--- config.mk ---
export PLATFORM = sky130hd
export DESIGN_NAME = tmr_timer16
export DESIGN_NICKNAME = d
export VERILOG_FILES = /design/src/tmr_pkg.sv /design/src/tmr_timer16.sv
export SDC_FILE = /design/constraint.sdc
export NUM_CORES = 1
export LEC_CHECK = 0
export CORE_MARGIN = 3
export CORE_UTILIZATION = 65
export CTS_CLUSTER_SIZE = 8
export DETAILED_ROUTE_END_ITERATION = 8
export DONT_BUFFER_PORTS = 1
export HOLD_SLACK_MARGIN = 0.02
export PLACE_DENSITY = 0.88
export RECOVER_POWER = 100
export SYNTH_ARGS = -nofsm -noshare
export SYNTH_HDL_FRONTEND = slang
export SYNTH_SLANG_ARGS = --single-unit
--- constraint.sdc ---
create_clock -name clk_in -period 4.05 [get_ports clk_in]
set_clock_uncertainty 0.05 [all_clocks]
set_input_delay 0.2025 -clock clk_in [delete_from_list [all_inputs] [get_ports clk_in]]
set_output_delay 0.2025 -clock clk_in [all_outputs]
set_load 0.005 [all_outputs]
--- src/tmr_pkg.sv ---
// Package with register map, field layout and timing for the timer block
//==========================================================
// Contract
// - Reset clears mode control register to zero; counter stopped.
// - Counter runs while upper mode bits are nonzero; stops at zero.
// - Mode bits 3:2 pick stop, free-run, clear on edge, clear on match.
// - Output toggles on matches, plus event zero edge if bit 1 set.
// - No interrupts when stopped; compare match or capture edges raise.
// - Mode bit 0 is overflow flag, set once overflow seen.
// - Event inputs ignored entirely while counter stopped; levels freeze, so a change while stopped is seen as an edge on restart.
// - Overflow flag set on wrap FFFF to 0000 in running modes.
// - Clearing flag before count reaches 0001 is overridden.
// - Capture on count clock tick, interrupt on following tick.
// - Both control registers load their low data bits on any write; size ignored.
// - Reset clears capture/compare control; both registers compare.
// - Control bit 2 makes register one capture instead of compare.
// - Control bit 0 makes register zero capture instead of compare.
// - Control bit 1 picks register zero trigger: event one or zero.
// - Opposite-phase trigger with both edges valid takes no capture.
// - Returning to stop resets the counter to zero.
// - Compare registers checked on each count tick; equality raises irq.
//==========================================================
package tmr_pkg;
    // Register indices; byte address is four times the index
    localparam logic [15:0] IDX_MODE     = 16'hff60;
    localparam logic [15:0] IDX_PRESCALE = 16'hff61;
    localparam logic [15:0] IDX_CCCTL    = 16'hff62;
    localparam logic [15:0] IDX_CAP0     = 16'hff64;
    localparam logic [15:0] IDX_CAP1     = 16'hff66;
    localparam logic [15:0] IDX_COUNT    = 16'hff68;
    localparam logic [7:0]  RST_MODE     = 8'h00;
    localparam logic [7:0]  RST_CCCTL    = 8'h00;
    localparam logic [7:0]  RST_PRESCALE = 8'h00;
    localparam logic [15:0] RST_CAPCMP   = 16'h0000;
    // Mode field values (bits 3:2)
    localparam logic [1:0] MODE_STOP  = 2'h0;
    localparam logic [1:0] MODE_FREE  = 2'h1;
    localparam logic [1:0] MODE_CLR_E = 2'h2;
    localparam logic [1:0] MODE_CLR_M = 2'h3;
    // Field positions
    localparam int CC_ONE_CAP  = 2;
    localparam int CC_ZERO_TRG = 1;
    localparam int CC_ZERO_CAP = 0;
    // Edge selection codes
    localparam logic [1:0] EDGE_FALL = 2'h0;
    localparam logic [1:0] EDGE_RISE = 2'h1;
    localparam logic [1:0] EDGE_BOTH = 2'h3;
    // Count clock divider ratios
    localparam int DIV_QUARTER = 4;
    localparam int DIV_SLOW    = 256;
    localparam logic [15:0] CNT_MAX = 16'hffff;

    typedef struct packed {
        logic [1:0] mode_sel;
        logic       toggle_src_sel;
        logic       overflow_flag;
    } tmr_mode_t;

    typedef struct packed {
        logic [1:0] edge_one;
        logic [1:0] edge_zero;
        logic [1:0] unused;
        logic [1:0] clk_sel;
    } tmr_prescale_t;
endpackage : tmr_pkg

--- src/tmr_timer16.sv ---
// Mode and capture/compare control of a 16-bit timer, AHB-Lite slave
`timescale 1ns/1ns
`default_nettype none
module tmr_timer16
    import tmr_pkg::*;
(
    // Clock and reset
    input  wire logic        clk_in,
    input  wire logic        reset_n_in,
    // AHB-Lite slave
    input  wire logic        hsel_in,
    input  wire logic [31:0] haddr_in,
    input  wire logic [1:0]  htrans_in,
    input  wire logic        hwrite_in,
    input  wire logic [2:0]  hsize_in,
    input  wire logic [31:0] hwdata_in,
    input  wire logic        hready_in,
    output logic      [31:0] hrdata_out,
    output logic             hreadyout_out,
    output logic             hresp_out,
    // Timer pins
    input  wire logic        event_input_zero_in,
    input  wire logic        event_input_one_in,
    output logic             timer_output_out,
    output logic      [1:0]  match_capture_irq_out
);
    //==========================================================
    // Helpers
    function automatic logic edge_hit(input logic p, input logic c,
                                      input logic [1:0] sel);
        case (sel)
            EDGE_FALL: edge_hit = p & ~c;
            EDGE_RISE: edge_hit = ~p & c;
            EDGE_BOTH: edge_hit = p ^ c;
            default:   edge_hit = 1'b0;
        endcase
    endfunction : edge_hit

    function automatic logic [31:0] byte_addr(input logic [15:0] idx);
        byte_addr = {14'h0000, idx, 2'b00};
    endfunction : byte_addr

    //==========================================================
    // State
    tmr_mode_t     mode_r;
    tmr_prescale_t pscl_r;
    logic [2:0]    ccctl_r;
    logic [15:0]   main_count_r;
    logic [15:0]   capcmp_reg_zero_r;
    logic [15:0]   capcmp_reg_one_r;
    logic [7:0]    div_r;
    logic          ev0_prev_r;
    logic          ev1_prev_r;
    logic          ovf_hold_r;
    logic [1:0]    cap_pend_r;
    logic [1:0]    irq_due_r;
    logic          wr_pend_r;
    logic [15:0]   wr_idx_r;
    logic [31:0]   hrdata_r;

    logic running, tick, ev0_edge, ev1_edge, ev0_rev;
    logic match0, match1, cap0_trig, cap1_trig;
    logic addr_ok, wr_mode, wr_cc, ovf_set;
    logic [15:0] ahb_idx;

    //==========================================================
    // Count clock and event edges
    assign running = (mode_r.mode_sel != MODE_STOP);
    // Events only seen while running; prev levels freeze when stopped
    assign ev0_edge = running &
        edge_hit(ev0_prev_r, event_input_zero_in, pscl_r.edge_zero);
    assign ev1_edge = running &
        edge_hit(ev1_prev_r, event_input_one_in, pscl_r.edge_one);
    // Opposite phase; both-edge setting maps to no capture
    assign ev0_rev = running & (pscl_r.edge_zero != EDGE_BOTH) &
        edge_hit(ev0_prev_r, event_input_zero_in,
                 pscl_r.edge_zero ^ 2'b01);

    always_ff @(posedge clk_in or negedge reset_n_in) begin
        if (!reset_n_in) begin
            ev0_prev_r <= 1'b0;
            ev1_prev_r <= 1'b0;
        end else if (running) begin
            ev0_prev_r <= event_input_zero_in;
            ev1_prev_r <= event_input_one_in;
        end
    end

    always_ff @(posedge clk_in or negedge reset_n_in) begin
        if (!reset_n_in) begin
            div_r <= 8'h00;
        end else if (!running) begin
            div_r <= 8'h00;
        end else begin
            div_r <= div_r + 8'h01;
        end
    end

    // Divider restarts on every start, so each run opens with a full period
    always_comb begin
        case (pscl_r.clk_sel)
            2'h0:    tick = running;
            2'h1:    tick = running &
                         (div_r[1:0] == 2'(DIV_QUARTER - 1));
            2'h2:    tick = running &
                         (div_r == 8'(DIV_SLOW - 1));
            default: tick = ev0_edge;
        endcase
    end

    //==========================================================
    // Counter
    // A register in capture mode never matches, so it cannot toggle
    assign match0 = ~ccctl_r[CC_ZERO_CAP] &
        (main_count_r == capcmp_reg_zero_r);
    assign match1 = ~ccctl_r[CC_ONE_CAP] &
        (main_count_r == capcmp_reg_one_r);

    always_ff @(posedge clk_in or negedge reset_n_in) begin
        if (!reset_n_in) begin
            main_count_r <= 16'h0000;
        end else if (!running) begin
            main_count_r <= 16'h0000;
        end else if (mode_r.mode_sel == MODE_CLR_E && ev0_edge) begin
            main_count_r <= 16'h0000;
        end else if (tick) begin
            if (mode_r.mode_sel == MODE_CLR_M &&
                main_count_r == capcmp_reg_zero_r) begin
                main_count_r <= 16'h0000;
            end else begin
                main_count_r <= main_count_r + 16'h0001;
            end
        end
    end

    // Wrap seen on a tick at the top value in any running mode
    assign ovf_set = tick & (main_count_r == CNT_MAX);

    // Holds the re-set window until the count moves past 0000
    always_ff @(posedge clk_in or negedge reset_n_in) begin
        if (!reset_n_in) begin
            ovf_hold_r <= 1'b0;
        end else if (ovf_set) begin
            ovf_hold_r <= 1'b1;
        end else if (tick || !running) begin
            ovf_hold_r <= 1'b0;
        end
    end

    //==========================================================
    // Capture and interrupts
    assign cap0_trig = ccctl_r[CC_ZERO_CAP] &
        (ccctl_r[CC_ZERO_TRG] ? ev0_rev : ev1_edge);
    assign cap1_trig = ccctl_r[CC_ONE_CAP] & ev0_edge;

    // Trigger waits for the count tick, which stands for the fall
    // Triggers between slow ticks are merged, not lost
    always_ff @(posedge clk_in or negedge reset_n_in) begin
        if (!reset_n_in) begin
            cap_pend_r <= 2'b00;
            irq_due_r  <= 2'b00;
        end else if (!running) begin
            cap_pend_r <= 2'b00;
            irq_due_r  <= 2'b00;
        end else begin
            if (tick) begin
                cap_pend_r <= {cap1_trig, cap0_trig};
                irq_due_r  <= cap_pend_r;
            end else begin
                cap_pend_r <= cap_pend_r | {cap1_trig, cap0_trig};
            end
        end
    end

    always_ff @(posedge clk_in or negedge reset_n_in) begin
        if (!reset_n_in) begin
            match_capture_irq_out <= 2'b00;
        end else if (!running) begin
            match_capture_irq_out <= 2'b00;
        end else if (tick) begin
            match_capture_irq_out <= irq_due_r |
                                     {match1, match0};
        end else begin
            match_capture_irq_out <= 2'b00;
        end
    end

    always_ff @(posedge clk_in or negedge reset_n_in) begin
        if (!reset_n_in) begin
            timer_output_out <= 1'b0;
        end else if (running) begin
            if ((tick && (match0 || match1)) ||
                (mode_r.toggle_src_sel && ev0_edge)) begin
                timer_output_out <= ~timer_output_out;
            end
        end
    end

    //==========================================================
    // AHB-Lite slave: zero wait, always OKAY
    assign ahb_idx = haddr_in[17:2];
    // Only aligned word addresses of the low map decode
    assign addr_ok = (haddr_in == byte_addr(ahb_idx));
    assign hreadyout_out = 1'b1;
    assign hresp_out     = 1'b0;
    assign hrdata_out    = hrdata_r;
    assign wr_mode = wr_pend_r & (wr_idx_r == IDX_MODE);
    assign wr_cc   = wr_pend_r & (wr_idx_r == IDX_CCCTL);

    always_ff @(posedge clk_in or negedge reset_n_in) begin
        if (!reset_n_in) begin
            wr_pend_r <= 1'b0;
            wr_idx_r  <= 16'h0000;
        end else if (hready_in) begin
            wr_pend_r <= hsel_in & htrans_in[1] & hwrite_in & addr_ok;
            wr_idx_r  <= ahb_idx;
        end
    end

    // Read data is latched in the address phase
    // A write is not seen by a read in the very next address phase
    always_ff @(posedge clk_in or negedge reset_n_in) begin
        if (!reset_n_in) begin
            hrdata_r <= 32'h00000000;
        end else if (hready_in && hsel_in && htrans_in[1] &&
                     !hwrite_in) begin
            hrdata_r <= 32'h00000000;
            if (addr_ok) begin
                case (ahb_idx)
                    IDX_MODE:     hrdata_r <= {28'h0000000, mode_r};
                    IDX_PRESCALE: hrdata_r <= {24'h000000, pscl_r};
                    IDX_CCCTL:    hrdata_r <= {29'h00000000, ccctl_r};
                    IDX_CAP0:     hrdata_r <= {16'h0000,
                                               capcmp_reg_zero_r};
                    IDX_CAP1:     hrdata_r <= {16'h0000,
                                               capcmp_reg_one_r};
                    IDX_COUNT:    hrdata_r <= {16'h0000, main_count_r};
                    default:      hrdata_r <= 32'h00000000;
                endcase
            end
        end
    end

    //==========================================================
    // Control registers
    always_ff @(posedge clk_in or negedge reset_n_in) begin
        if (!reset_n_in) begin
            mode_r <= tmr_mode_t'(RST_MODE[3:0]);
        end else begin
            if (wr_mode) begin
                mode_r <= tmr_mode_t'(hwdata_in[3:0]);
            end
            // Set wins over a software clear
            if (ovf_set || ovf_hold_r) begin
                mode_r.overflow_flag <= 1'b1;
            end
        end
    end

    always_ff @(posedge clk_in or negedge reset_n_in) begin
        if (!reset_n_in) begin
            ccctl_r <= RST_CCCTL[2:0];
        end else if (wr_cc) begin
            ccctl_r <= hwdata_in[2:0];
        end
    end

    // Reserved prescale bits 3:2 always read as zero
    always_ff @(posedge clk_in or negedge reset_n_in) begin
        if (!reset_n_in) begin
            pscl_r <= tmr_prescale_t'(RST_PRESCALE);
        end else if (wr_pend_r && wr_idx_r == IDX_PRESCALE) begin
            pscl_r <= tmr_prescale_t'({hwdata_in[7:4], 2'b00,
                                       hwdata_in[1:0]});
        end
    end

    // Compare mode: software load; capture mode: latched count
    always_ff @(posedge clk_in or negedge reset_n_in) begin
        if (!reset_n_in) begin
            capcmp_reg_zero_r <= RST_CAPCMP;
        end else if (tick && cap_pend_r[0]) begin
            capcmp_reg_zero_r <= main_count_r;
        end else if (wr_pend_r && wr_idx_r == IDX_CAP0) begin
            capcmp_reg_zero_r <= hwdata_in[15:0];
        end
    end

    always_ff @(posedge clk_in or negedge reset_n_in) begin
        if (!reset_n_in) begin
            capcmp_reg_one_r <= RST_CAPCMP;
        end else if (tick && cap_pend_r[1]) begin
            capcmp_reg_one_r <= main_count_r;
        end else if (wr_pend_r && wr_idx_r == IDX_CAP1) begin
            capcmp_reg_one_r <= hwdata_in[15:0];
        end
    end

    logic unused_ok;
    assign unused_ok = ^{hsize_in, hwdata_in[31:16]};
endmodule : tmr_timer16
`default_nettype wire

-- Word-level counts from Yosys, hierarchy flattened
Cells that the tools add are included.
- flip-flop bits (word level): 128
- input bits: 76
- output and inout bits: 37
- logic and storage cells: 139
- add/subtract/negate cells: 2
- equality and inequality tests: 29
- mux-type cells: 26
- bitwise operators: 32
- reduce and logical (&&, ||, !) cells: 29
- operators by type and width (kind ; number):
    16-bit == test (second input constant) ; 12
    16-bit 2-to-1 mux ; 9
    16-bit one-hot mux with 6 select lines ; 1
    16-bit == test ; 2
    1-bit AND ; 20
    16-bit by 1-bit adder with 16-bit output (second input constant) ; 1
    16-bit zero test ; 1
    2-bit == test (second input constant) ; 7
    1-bit logical AND ; 12
    2-bit 2-to-1 mux ; 6
    1-bit one-hot mux with 3 select lines ; 4
    2-bit nonzero test ; 5
    8-bit by 1-bit adder with 8-bit output (second input constant) ; 1
    2-bit by 1-bit == test with 1-bit output (second input constant) ; 4
    8-bit == test (second input constant) ; 1
    2-bit zero test ; 4
    8-bit 2-to-1 mux ; 1
    1-bit inverter ; 8
    1-bit 2-to-1 mux ; 5
    1-bit logical OR ; 4
    2-bit bitwise OR ; 2
    3-bit by 1-bit inequality test with 1-bit output (second input constant) ; 1
    1-bit zero test ; 2
    2-bit by 1-bit inequality test with 1-bit output (second input constant) ; 1
    3 further kinds ; 4

-- Depth between registers and ports, before layout
Gate-level depths: netlist (run 1).
- depth in word-level cells: 9
- gate-level depth with buffers: 10
- mapped depth without buffers: 8

-- Worst setup path before layout (run 1)
No wires, ideal clock.
- path kind: flip-flop to flip-flop
- start: register wr_idx_r[3]
- end: register pscl_r[5] (netlist bit)
- setup time: 125 ps
- arrival: 2011 ps
- required time: 3875 ps
- path slack: 1864 ps
- cell stages (with the launch flop): 6
- buffers on the path: 0
- clock period less this slack: 2186 ps
- cell sequence: dfrtp_1 -> or4b_1 -> nor4_2 -> nand2b_2 -> nor4_4 -> mux2_4
- word-level cells in the longest chain between the ends: 2
- ends and longest elaborated chain (element ; line ; RTL):
    start, declared ; tmr_timer16.sv:58 ; logic [15:0] wr_idx_r;
    start signal, assigned ; tmr_timer16.sv:216 ; wr_idx_r <= ahb_idx;
    16-bit == test ; tmr_timer16.sv:272 ; end else if (wr_pend_r && wr_idx_r == IDX_PRESCALE) begin
    1-bit logical AND ; tmr_timer16.sv:272 ;
    end signal, assigned ; tmr_timer16.sv:271 ; pscl_r <= tmr_prescale_t'(RST_PRESCALE);
    end signal, assigned ; tmr_timer16.sv:273 ; pscl_r <= tmr_prescale_t'({hwdata_in[7:4], 2'b00,
    end, declared ; tmr_timer16.sv:46 ; tmr_prescale_t pscl_r;
No other way between the ends.
A chain may end at the register's enable or synchronous reset.

-- Worst setup path in the final report (run 1)
- start: input port event_input_zero_in
- end: register capcmp_reg_one_r[0]
- word-level cells in the longest chain between the ends: 7
- elaborated cells on any way between the ends: 10
- those cells by class: mux: 3; bitwise: 5; reduce/logical: 2
- ends and longest elaborated chain (element ; line ; RTL):
    start, declared ; tmr_timer16.sv:22 ; input wire logic event_input_zero_in,
    1-bit inverter ; tmr_timer16.sv:32 ; EDGE_FALL: edge_hit = p & ~c;
    1-bit AND ; tmr_timer16.sv:32 ;
    1-bit one-hot mux with 3 select lines * ; tmr_timer16.sv:31 ; case (sel)
    1-bit AND * ; tmr_timer16.sv:70 ; assign ev0_edge = running &
    1-bit one-hot mux with 3 select lines * ; tmr_timer16.sv:101 ; case (pscl_r.clk_sel)
    1-bit logical AND * ; tmr_timer16.sv:292 ; end else if (tick && cap_pend_r[1]) begin
    16-bit 2-to-1 mux / 2-bit nonzero test (equally long branches) ; -- ;
    end signal, assigned ; tmr_timer16.sv:293 ; capcmp_reg_one_r <= main_count_r;
    end signal, assigned ; tmr_timer16.sv:295 ; capcmp_reg_one_r <= hwdata_in[15:0];
    end, declared ; tmr_timer16.sv:50 ; logic [15:0] capcmp_reg_one_r;
Mark *: on every way between the ends. The rest lies on a longest branch, timed or not.

==> impl_results.md, run 1 <==
- Reg area: roughly 2800 µm²
- Achievable Freq: between 300 and 400 MHz
- Final ANT Viol Nets: 0
- Wire length on met2: around 8300 µm
- Area grow syn2layout: 8.09%
- Critical path endpoint: capcmp_reg_one_r[0]$_DFFE_PN0P_
- RSZ-0062 raised after global routing: false
- Die height: 103 µm
- Mapped Area: 6120 µm²
- Maxcap violations: 1
- Area of the multi-input gates: 2980 µm²
- Clock transition at path regs: 0.11 ns
- Hold Fails Final Rpt: 0
- Critical path depth: 10
- First-pass GRT wire length: between 20,000 and 30,000 µm
- Buf+Inv Stages, Crit Path: 3
- Final wirelength: between 15,000 and 20,000 µm
- CP peak stage delay: 0.88 ns
- Seq cells post-synth: 112
- Starting Density: 68.5%
- EDFF count, synth: 0
- Post-synth cell types: 59
- Buffers from clock root to sink, at most: 2
- Total clock sinks: 112
- Worst setup path class: in2reg
- CTS H-tree lvls: 3
- Antenna violations before repair: 1
- HP Class: in2reg
- Clock buffer count from CTS: 9
- Core area: 8930 µm²
- CP Data Arrival Time: around 3.5 ns
- Grt ovf: 0
- Row cnt: 34
- Largest delay share family, worst path: compound AO/OA/AOI/OAI gates
- Crit Path Max Fanout: 33
- FF-to-FF Start: ev0_prev_r$_DFFE_PN0N_
- Total GRT Usage: a little over 30%
- Status: finished, violations left
- Violated checks: capacitance limit, slew limit
- Drt via density: 6.65
- VDD IR-drop max: 337 µV
- Layout fillers: 574
- Worst Setup End Kind: register
- Synthesis warning total: 0
- Met1 wire length: 5930 µm
- CP Launch Type: primary input
- Cells after Synth: 605
- Largest net degree at the start of global routing: 113
- Die area: 10,600 µm²
- Initial drt markers: 500
- Rel. slew slack: -79.7%
- Detailed Place HPWL: 10,200 µm
- Static Leak: 0.00314 µW
- Post-synthesis sequential area ratio: 45.8%
- Routed length per instance: about 22 µm
- Max-slew violations: 113
- DR top layer: met4
- # DRC: 0
- Worst hold start: hwdata_in[5]
- Setup total negative slack: 0 ns
- # IOs: 113
- Share of layout cells above drive strength 1: 8.48%
- Hold Path Depth: 2
- Power per Cell Area: 313 nW/µm²
- Number of global-route vias before repair: approximately 4,800
- Metal3 WL: 1200 µm
- R2R Setup Slk: 0.74 ns
- DR pass1 iterations: 8
- Postcts setup bufs: 0
- Setup ws final: between 0.7 and 0.8 ns
- Critical Path Start: event_input_zero_in
- CTS tree: done
- R2R cell count: 8
- Setup-failing EPs final: 0
- Port-buffer cells: 0
- Final worst-path cycle share: between 80% and 90%
- CTS root buf: clkbuf_8
- Die width: between 100 and 150 µm
- Mean Syn Cell Area: 10.1 µm²
- Worst path cell trace: dlygate4sd3_1 -> inv_1 -> ha_1 -> nand2b_1 -> o22a_1 -> a221oi_1 -> nand2_1 -> clkbuf_2 -> nor2_1 -> a21oi_1
- Async set or reset register ratio after synthesis: 100%
- Post-placement setup slack: roughly 1.2 ns
- Via Count: 4,879
- Fin nets: about 710
- Main synth FF type: dfrtp_1
- Critical-path top delay cell: a221oi_1
- Final min period: 3.32 ns
- Worst-Skew Late Latency: 0.38 ns
- CP Data Required Time: 4.23 ns
- Worst-Margin Slew: around 2.7 ns
- End of the worst register-to-register path: capcmp_reg_one_r[0]$_DFFE_PN0P_
- GPL Wtd Cong: 0.898
## repair_timing
item                      4_1_cts  5_1_grt
resized for setup               0        0
hold buffers                   39        0
hold endpoints to repair      174        0
## cells in the final DEF, fill, tap and decap left out, types with 3 or more instances in the layout
| master | instances |
|---|---|
| xnor2_1 | 13 |
| inv_6 | 3 |
| a221oi_1 | 7 |
| clkbuf_8 | 9 |
| nand4_1 | 11 |
| mux2_2 | 16 |
| o21ai_0 | 32 |
| nand2b_1 | 3 |
| nand3b_1 | 3 |
| mux2i_1 | 37 |
| or4_1 | 3 |
| nor4_2 | 3 |
| a211oi_1 | 4 |
| clkbuf_2 | 3 |
| a222oi_1 | 7 |
| dfrtp_1 | 112 |
| a21o_1 | 3 |
| inv_1 | 14 |
| a2111oi_2 | 3 |
| nor3_1 | 9 |
| xor2_1 | 37 |
| a22o_1 | 6 |
| mux2_4 | 3 |
| buf_4 | 3 |
| mux2_1 | 4 |
| mux4_2 | 3 |
| conb_1 | 18 |
| nand2_1 | 46 |
| a21oi_1 | 40 |
| dlygate4sd3_1 | 38 |
| nor4_1 | 14 |
| ha_1 | 9 |
| nand3_1 | 10 |
| nor2_1 | 60 |
## sequential cells by signal, indices dropped and copies added, names as in the netlist, 2 cells and up
| register | cells |
|---|---|
| mode_r | 4 |
| ccctl_r | 3 |
| wr_idx_r | 16 |
| irq_due_r | 2 |
| capcmp_reg_zero_r | 16 |
| cap_pend_r | 2 |
| capcmp_reg_one_r | 16 |
| pscl_r | 6 |
| main_count_r | 16 |
| div_r | 8 |
| hrdata_out | 16 |
| match_capture_irq_out | 2 |
## cells in the mapped netlist (all sizes together), types with 6 or more instances
cell,n,area share [%]
buf,25,3.2
a222oi,7,1.1
nor3,9,0.74
dfrtp,112,46
o21ai,32,2.6
a221oi,7,1.1
nor2,60,3.7
a21oi,40,3.3
ha,9,1.8
nor4,17,2.4
nand4,11,1.1
xor2,37,5.3
nand2,46,2.8
a22o,6,0.86
clkbuf,33,2.0
mux2i,37,6.0
inv,14,0.86
xnor2,13,1.9
mux2,23,4.4
nand3,10,0.82
## area by class of cell
type	instances	share of cell area, %
multi-input combinational	437	45.0
sequential	112	42.4
timing repair buffer	46	6.43
tap	108	2.04
clock buffer	9	1.87
clock inverter	7	1.51
inverter	14	0.794
antenna	1	0.0378
## metrics by stage
stage	hold WS, ns	area, µm²	power [µW]	utilization [%]	cells
floorplan	-0.143	6180	1270	-	621
global placement	-0.138	6050	1270	67.8	678
detailed placement	-0.138	6050	1270	67.8	678
CTS	0.0259	6690	2060	74.8	733
global route	0.0281	6620	2130	74.1	734
finish	0.0214	6620	2070	74.1	734
## worst register-to-register path: cells and delay by family, from the launching register on
kind	cells	cell delay (ns)
AOI/OAI and AO/OA	3	1.29
and+or+nand+nor	3	0.62
buffers and inverters	1	0.48
DFF	1	0.43
adders and majority gates	1	0.29
## cell families (layout without fill, tap and decap cells)
logic type,count (synthesis),count (layout),synth area share [%]
multiplexers,63,63,11.6
XOR/XNOR,50,50,7.15
other,2,19,0.123
flip-flops,112,112,45.8
AO/OA/AOI/OAI,117,117,12.5
buffers and inverters,72,76,6.11
AND/OR/NAND/NOR,180,180,14.9
adder cells (fa/ha/maj),9,9,1.84
## where the power goes
group	leakage (µW)	switching [µW]	internal [µW]	total, µW
registers	0.00143	28.2	1150	1180
clock network	0.000115	397	355	753
logic	0.00160	71.8	67.2	139
total	0.00314	497	1570	2070
## worst min path at each step
stage	endpoint
floorplan	cap_pend_r[0]$_DFF_PN0_
global placement	main_count_r[12]$_DFFE_PN0P_
global route	capcmp_reg_zero_r[5]$_DFFE_PN0P_
finish	capcmp_reg_zero_r[5]$_DFFE_PN0P_
CTS	capcmp_reg_zero_r[5]$_DFFE_PN0P_
detailed placement	capcmp_reg_one_r[11]$_DFFE_PN0P_
## metal layers
metal  up-vias  GRT usage (%)
li1       2139              -
met1      2400           38.2
met2       269           52.6
met3        71           6.09
met4         0           13.9
met5         -              0
Power figures use the tool's default switching activity.
==> run 2, diff against run 1 <==
ABC_AREA = 1   (was not set)
CORE_UTILIZATION = 58   (was 65)
PLACE_DENSITY = 0.83   (was 0.88)
clock period = 2.8 ns   (was 4.05 ns; I/O delays follow)
==> run 2 against run 1 <==
  * The flow finishes with violations (hold timing)
  * Clock power is 69% higher
  * Via count rose by 28%
  * Sequential share of layout area decreased by 4.4 points
  * Largest power group unchanged
  * Sequential cell count is the same
  * Final area is 12% higher
  * Synthesized cell count grew 55%
  * Core utilization is 7.9 points lower
==> impl_results.md, run 2 <==
- Detailed Place HPWL: 11,900 µm (was 10,200 µm)
- Starting Density: 61.0% (was 68.5%)
- Routed length per instance: 15.6 µm (was 22.0 µm)
- Clock transition at path regs: 0.08 ns (was 0.11 ns)
- Antenna violations before repair: 0 (was 1)
- CTS tree: done (unchanged)
- GPL Wtd Cong: 0.897 (was 0.898)
- Area grow syn2layout: 8.42% (was 8.09%)
- Max-slew violations: 0 (was 113)
- Status: finished, violations left (unchanged)
- Worst Setup End Kind: register (unchanged)
- Post-layout power: 3900 µW (was 2070 µW)
- M1 GR Usage: 36.5% (was 38.2%)
- Worst setup path class: reg2reg (was in2reg)
- Post-synth top area share: 41.1% (was 45.8%)
- # hold bufs at CTS: 35 (was 39)
- Post-layout util: 66.2% (was 74.1%)
- Mapped Area: 6820 µm² (was 6120 µm²)
- Power per Cell Area: 527 nW/µm² (was 313 nW/µm²)
- Fin cells: 1,103 (was 734)
- Initial drt markers: 718 (was 500)
- HP Class: in2async (was in2reg)
- RSZ-0062 raised after global routing: false (unchanged)
- Worst-Skew Late Latency: 0.36 ns (was 0.38 ns)
- CTS root buf: clkbuf_16 (was clkbuf_8)
- Postcts setup bufs: 0 (unchanged)
- EDFF count, synth: 0 (unchanged)
- Post-synthesis sequential area ratio: 41.1% (was 45.8%)
- Clock buffer count from CTS: 9 (unchanged)
- Setup total negative slack: 0 ns (unchanged)
- Static Leak: 0.00374 µW (was 0.00314 µW)
- Total GRT Usage: 27.4% (was 31.0%)
- First-pass GRT wire length: 28,300 µm (was 25,100 µm)
- Maxcap violations: 0 (was 1)
- Synthesis warning total: 0 (unchanged)
- Number of global-route vias before repair: 5,836 (was 4,837)
- Met2 Use GR: 44.4% (was 52.6%)
- Seq cells post-synth: 112 (unchanged)
- VDD IR-drop max: 673 µV (was 337 µV)
- Post-synth cell types: 39 (was 59)
- CP Launch Type: register (was primary input)
- Crit Path Max Fanout: 24 (was 33)
- Mean Syn Cell Area: 7.26 µm² (was 10.1 µm²)
- Die area: 13,100 µm² (was 10,600 µm²)
- GR Layer Usage met3: 6.50% (was 6.09%)
- Async set or reset register ratio after synthesis: 100% (unchanged)
- Port-buffer cells: 0 (unchanged)
- Buffers from clock root to sink, at most: 2 (unchanged)
- Via Count: 6,231 (was 4,879)
- Post-synth top area cell: dfrtp_1 (unchanged)
- Fin nets: 1,043 (was 705)
- Hold Fails Final Rpt: 112 (was 0)
- Final ANT Viol Nets: 0 (unchanged)
- Final min period: 2.54 ns
- Setup-failing EPs final: 0 (unchanged)
- # DRC: 0 (unchanged)
- Achievable Freq: 394 MHz
- Area contributors post-synth: dfrtp_1 (41%), nand2_1 (14%), nand3_1 (7.3%) (was dfrtp_1 (46%), mux2i_1 (6.0%), xor2_1 (5.3%))
- Critical-path top delay cell: nand4_1 (was a221oi_1)
- Grt ovf: 0 (unchanged)
- Row cnt: 38 (was 34)
- Worst hold slack: -0.584 ns (was 0.0214 ns)
- CP Data Required Time: 2.98 ns (was 4.23 ns)
- Die height: 114 µm (was 103 µm)
- Share of layout cells above drive strength 1: 5.30% (was 8.48%)
- Die width: 114 µm (was 103 µm)
- Total clock sinks: 112 (unchanged)
- Most common cell after layout, fill and taps aside: nand2_1 (was dfrtp_1)
- Grt peak-use layer: met2 (unchanged)
- Worst-Margin Slew: 0.915 ns (was 2.70 ns)
- Count leader, synth: nand2_1 (was dfrtp_1)
- Worst path cell trace: ha_1 -> nand2_1 -> nor2_1 -> nand2_1 -> nand2_1 -> nand2_1 -> nand2_2 -> nand4_1 -> buf_12 -> nand3_1 -> o211ai_1 (was dlygate4sd3_1 -> inv_1 -> ha_1 -> nand2b_1 -> o22a_1 -> a221oi_1 -> nand2_1 -> clkbuf_2 -> nor2_1 -> a21oi_1)
- Final wirelength: 17,200 µm (was 16,200 µm)
- Placed cells: 1,052 (was 678)
- CTS H-tree lvls: 3 (unchanged)
- Violated checks: hold timing (was capacitance limit, slew limit)
- # IOs: 113 (unchanged)
- DR pass1 iterations: 5 (was 8)
- Core area: 11,200 µm² (was 8930 µm²)
- CTS resizes: 0 (unchanged)
- Final worst-path cycle share: about nine tenths
- CP dominant cell by count: nand2_1
- Largest net degree at the start of global routing: 113 (unchanged)
- CP peak stage delay: 0.60 ns (was 0.88 ns)
- Diodes inserted: 0 (was 1)
- Cells after Synth: 939 (was 605)
- Drt via density: 5.65 (was 6.65)
- Main synth FF type: dfrtp_1 (unchanged)
- Rel. slew slack: 38.8% (was -79.7%)
- Top post-synthesis cells by count: nand2_1 (258), inv_1 (119), dfrtp_1 (112) (was dfrtp_1 (112), nor2_1 (60), nand2_1 (46))
- Commonest non-fill, non-tap cells in the layout: nand2_1 (258), inv_1 (120), dfrtp_1 (112) (was dfrtp_1 (112), nor2_1 (60), nand2_1 (46))
- CP Data Arrival Time: 2.72 ns (was 3.50 ns)
## run 2: final timing paths
check / from / endpoint / slack (ns) / cells after the start
max in group asynchronous: reset_n_in / capcmp_reg_one_r[13]$_DFFE_PN0P_ / 3.13 / 0
min in group clk_in: hwdata_in[9] / capcmp_reg_zero_r[9]$_DFFE_PN0P_ / 0.04 / 4
max: div_r[0]$_DFF_PN0_ / capcmp_reg_zero_r[9]$_DFFE_PN0P_ / 0.26 / 11
max reg2reg: div_r[0]$_DFF_PN0_ / capcmp_reg_zero_r[9]$_DFFE_PN0P_ / 0.26 / 11
min: reset_n_in / div_r[3]$_DFF_PN0_ / -0.58 / 0
min reg2reg: div_r[0]$_DFF_PN0_ / div_r[0]$_DFF_PN0_ / 0.42 / 1
## run 2: worst max-delay path, delay by kind of cell (launching register included)
family,cells,cell delay [ns]
flip-flops,1,0.38
AO/OA/AOI/OAI,1,0.10
adder cells (fa/ha/maj),1,0.22
buffers and inverters,1,0.42
AND/OR/NAND/NOR,8,1.24
## run 2: per-stage QoR
| stage | instance area [µm²] | worst slack (ns) |
|---|---|---|
| 2_1_floorplan | 6880 | 1.09 |
| 3_3_place_gp | 6790 | 0.395 |
| 3_5_place_dp | 6790 | 0.299 |
| 4_1_cts | 7430 | 0.305 |
| 5_1_grt | 7390 | 0.0649 |
| 6_report | 7390 | 0.260 |
## run 2: cell families after synthesis
family	count (synthesis)	synth area share, %
compound gates	104	9.91
xor+xnor	7	0.899
fa+ha+maj	9	1.65
buf+inv	175	12.0
flops	112	41.1
mux	10	1.65
other cells	2	0.110
simple gates	520	32.7
## run 2: cell type report
cell class	count	area (µm²)
multi-input combinational	668	3230
clock inverter	6	48.8
fill	968	3780
inverter	123	464
timing repair buffer	44	437
tap	140	175
sequential	112	2800
clock buffer	10	239
## run 2: per-layer routing
metal  routed length [µm]  share of wire (%)
met4                  357                2.1
met5                    0                  0
met1                 7300                 42
met2                 8170                 48
met3                 1360                7.9
## run 2: power by group
group | switching [µW] | internal, µW
combinational | 408 | 269
sequential | 187 | 1760
clock | 632 | 640
total | 1230 | 2670
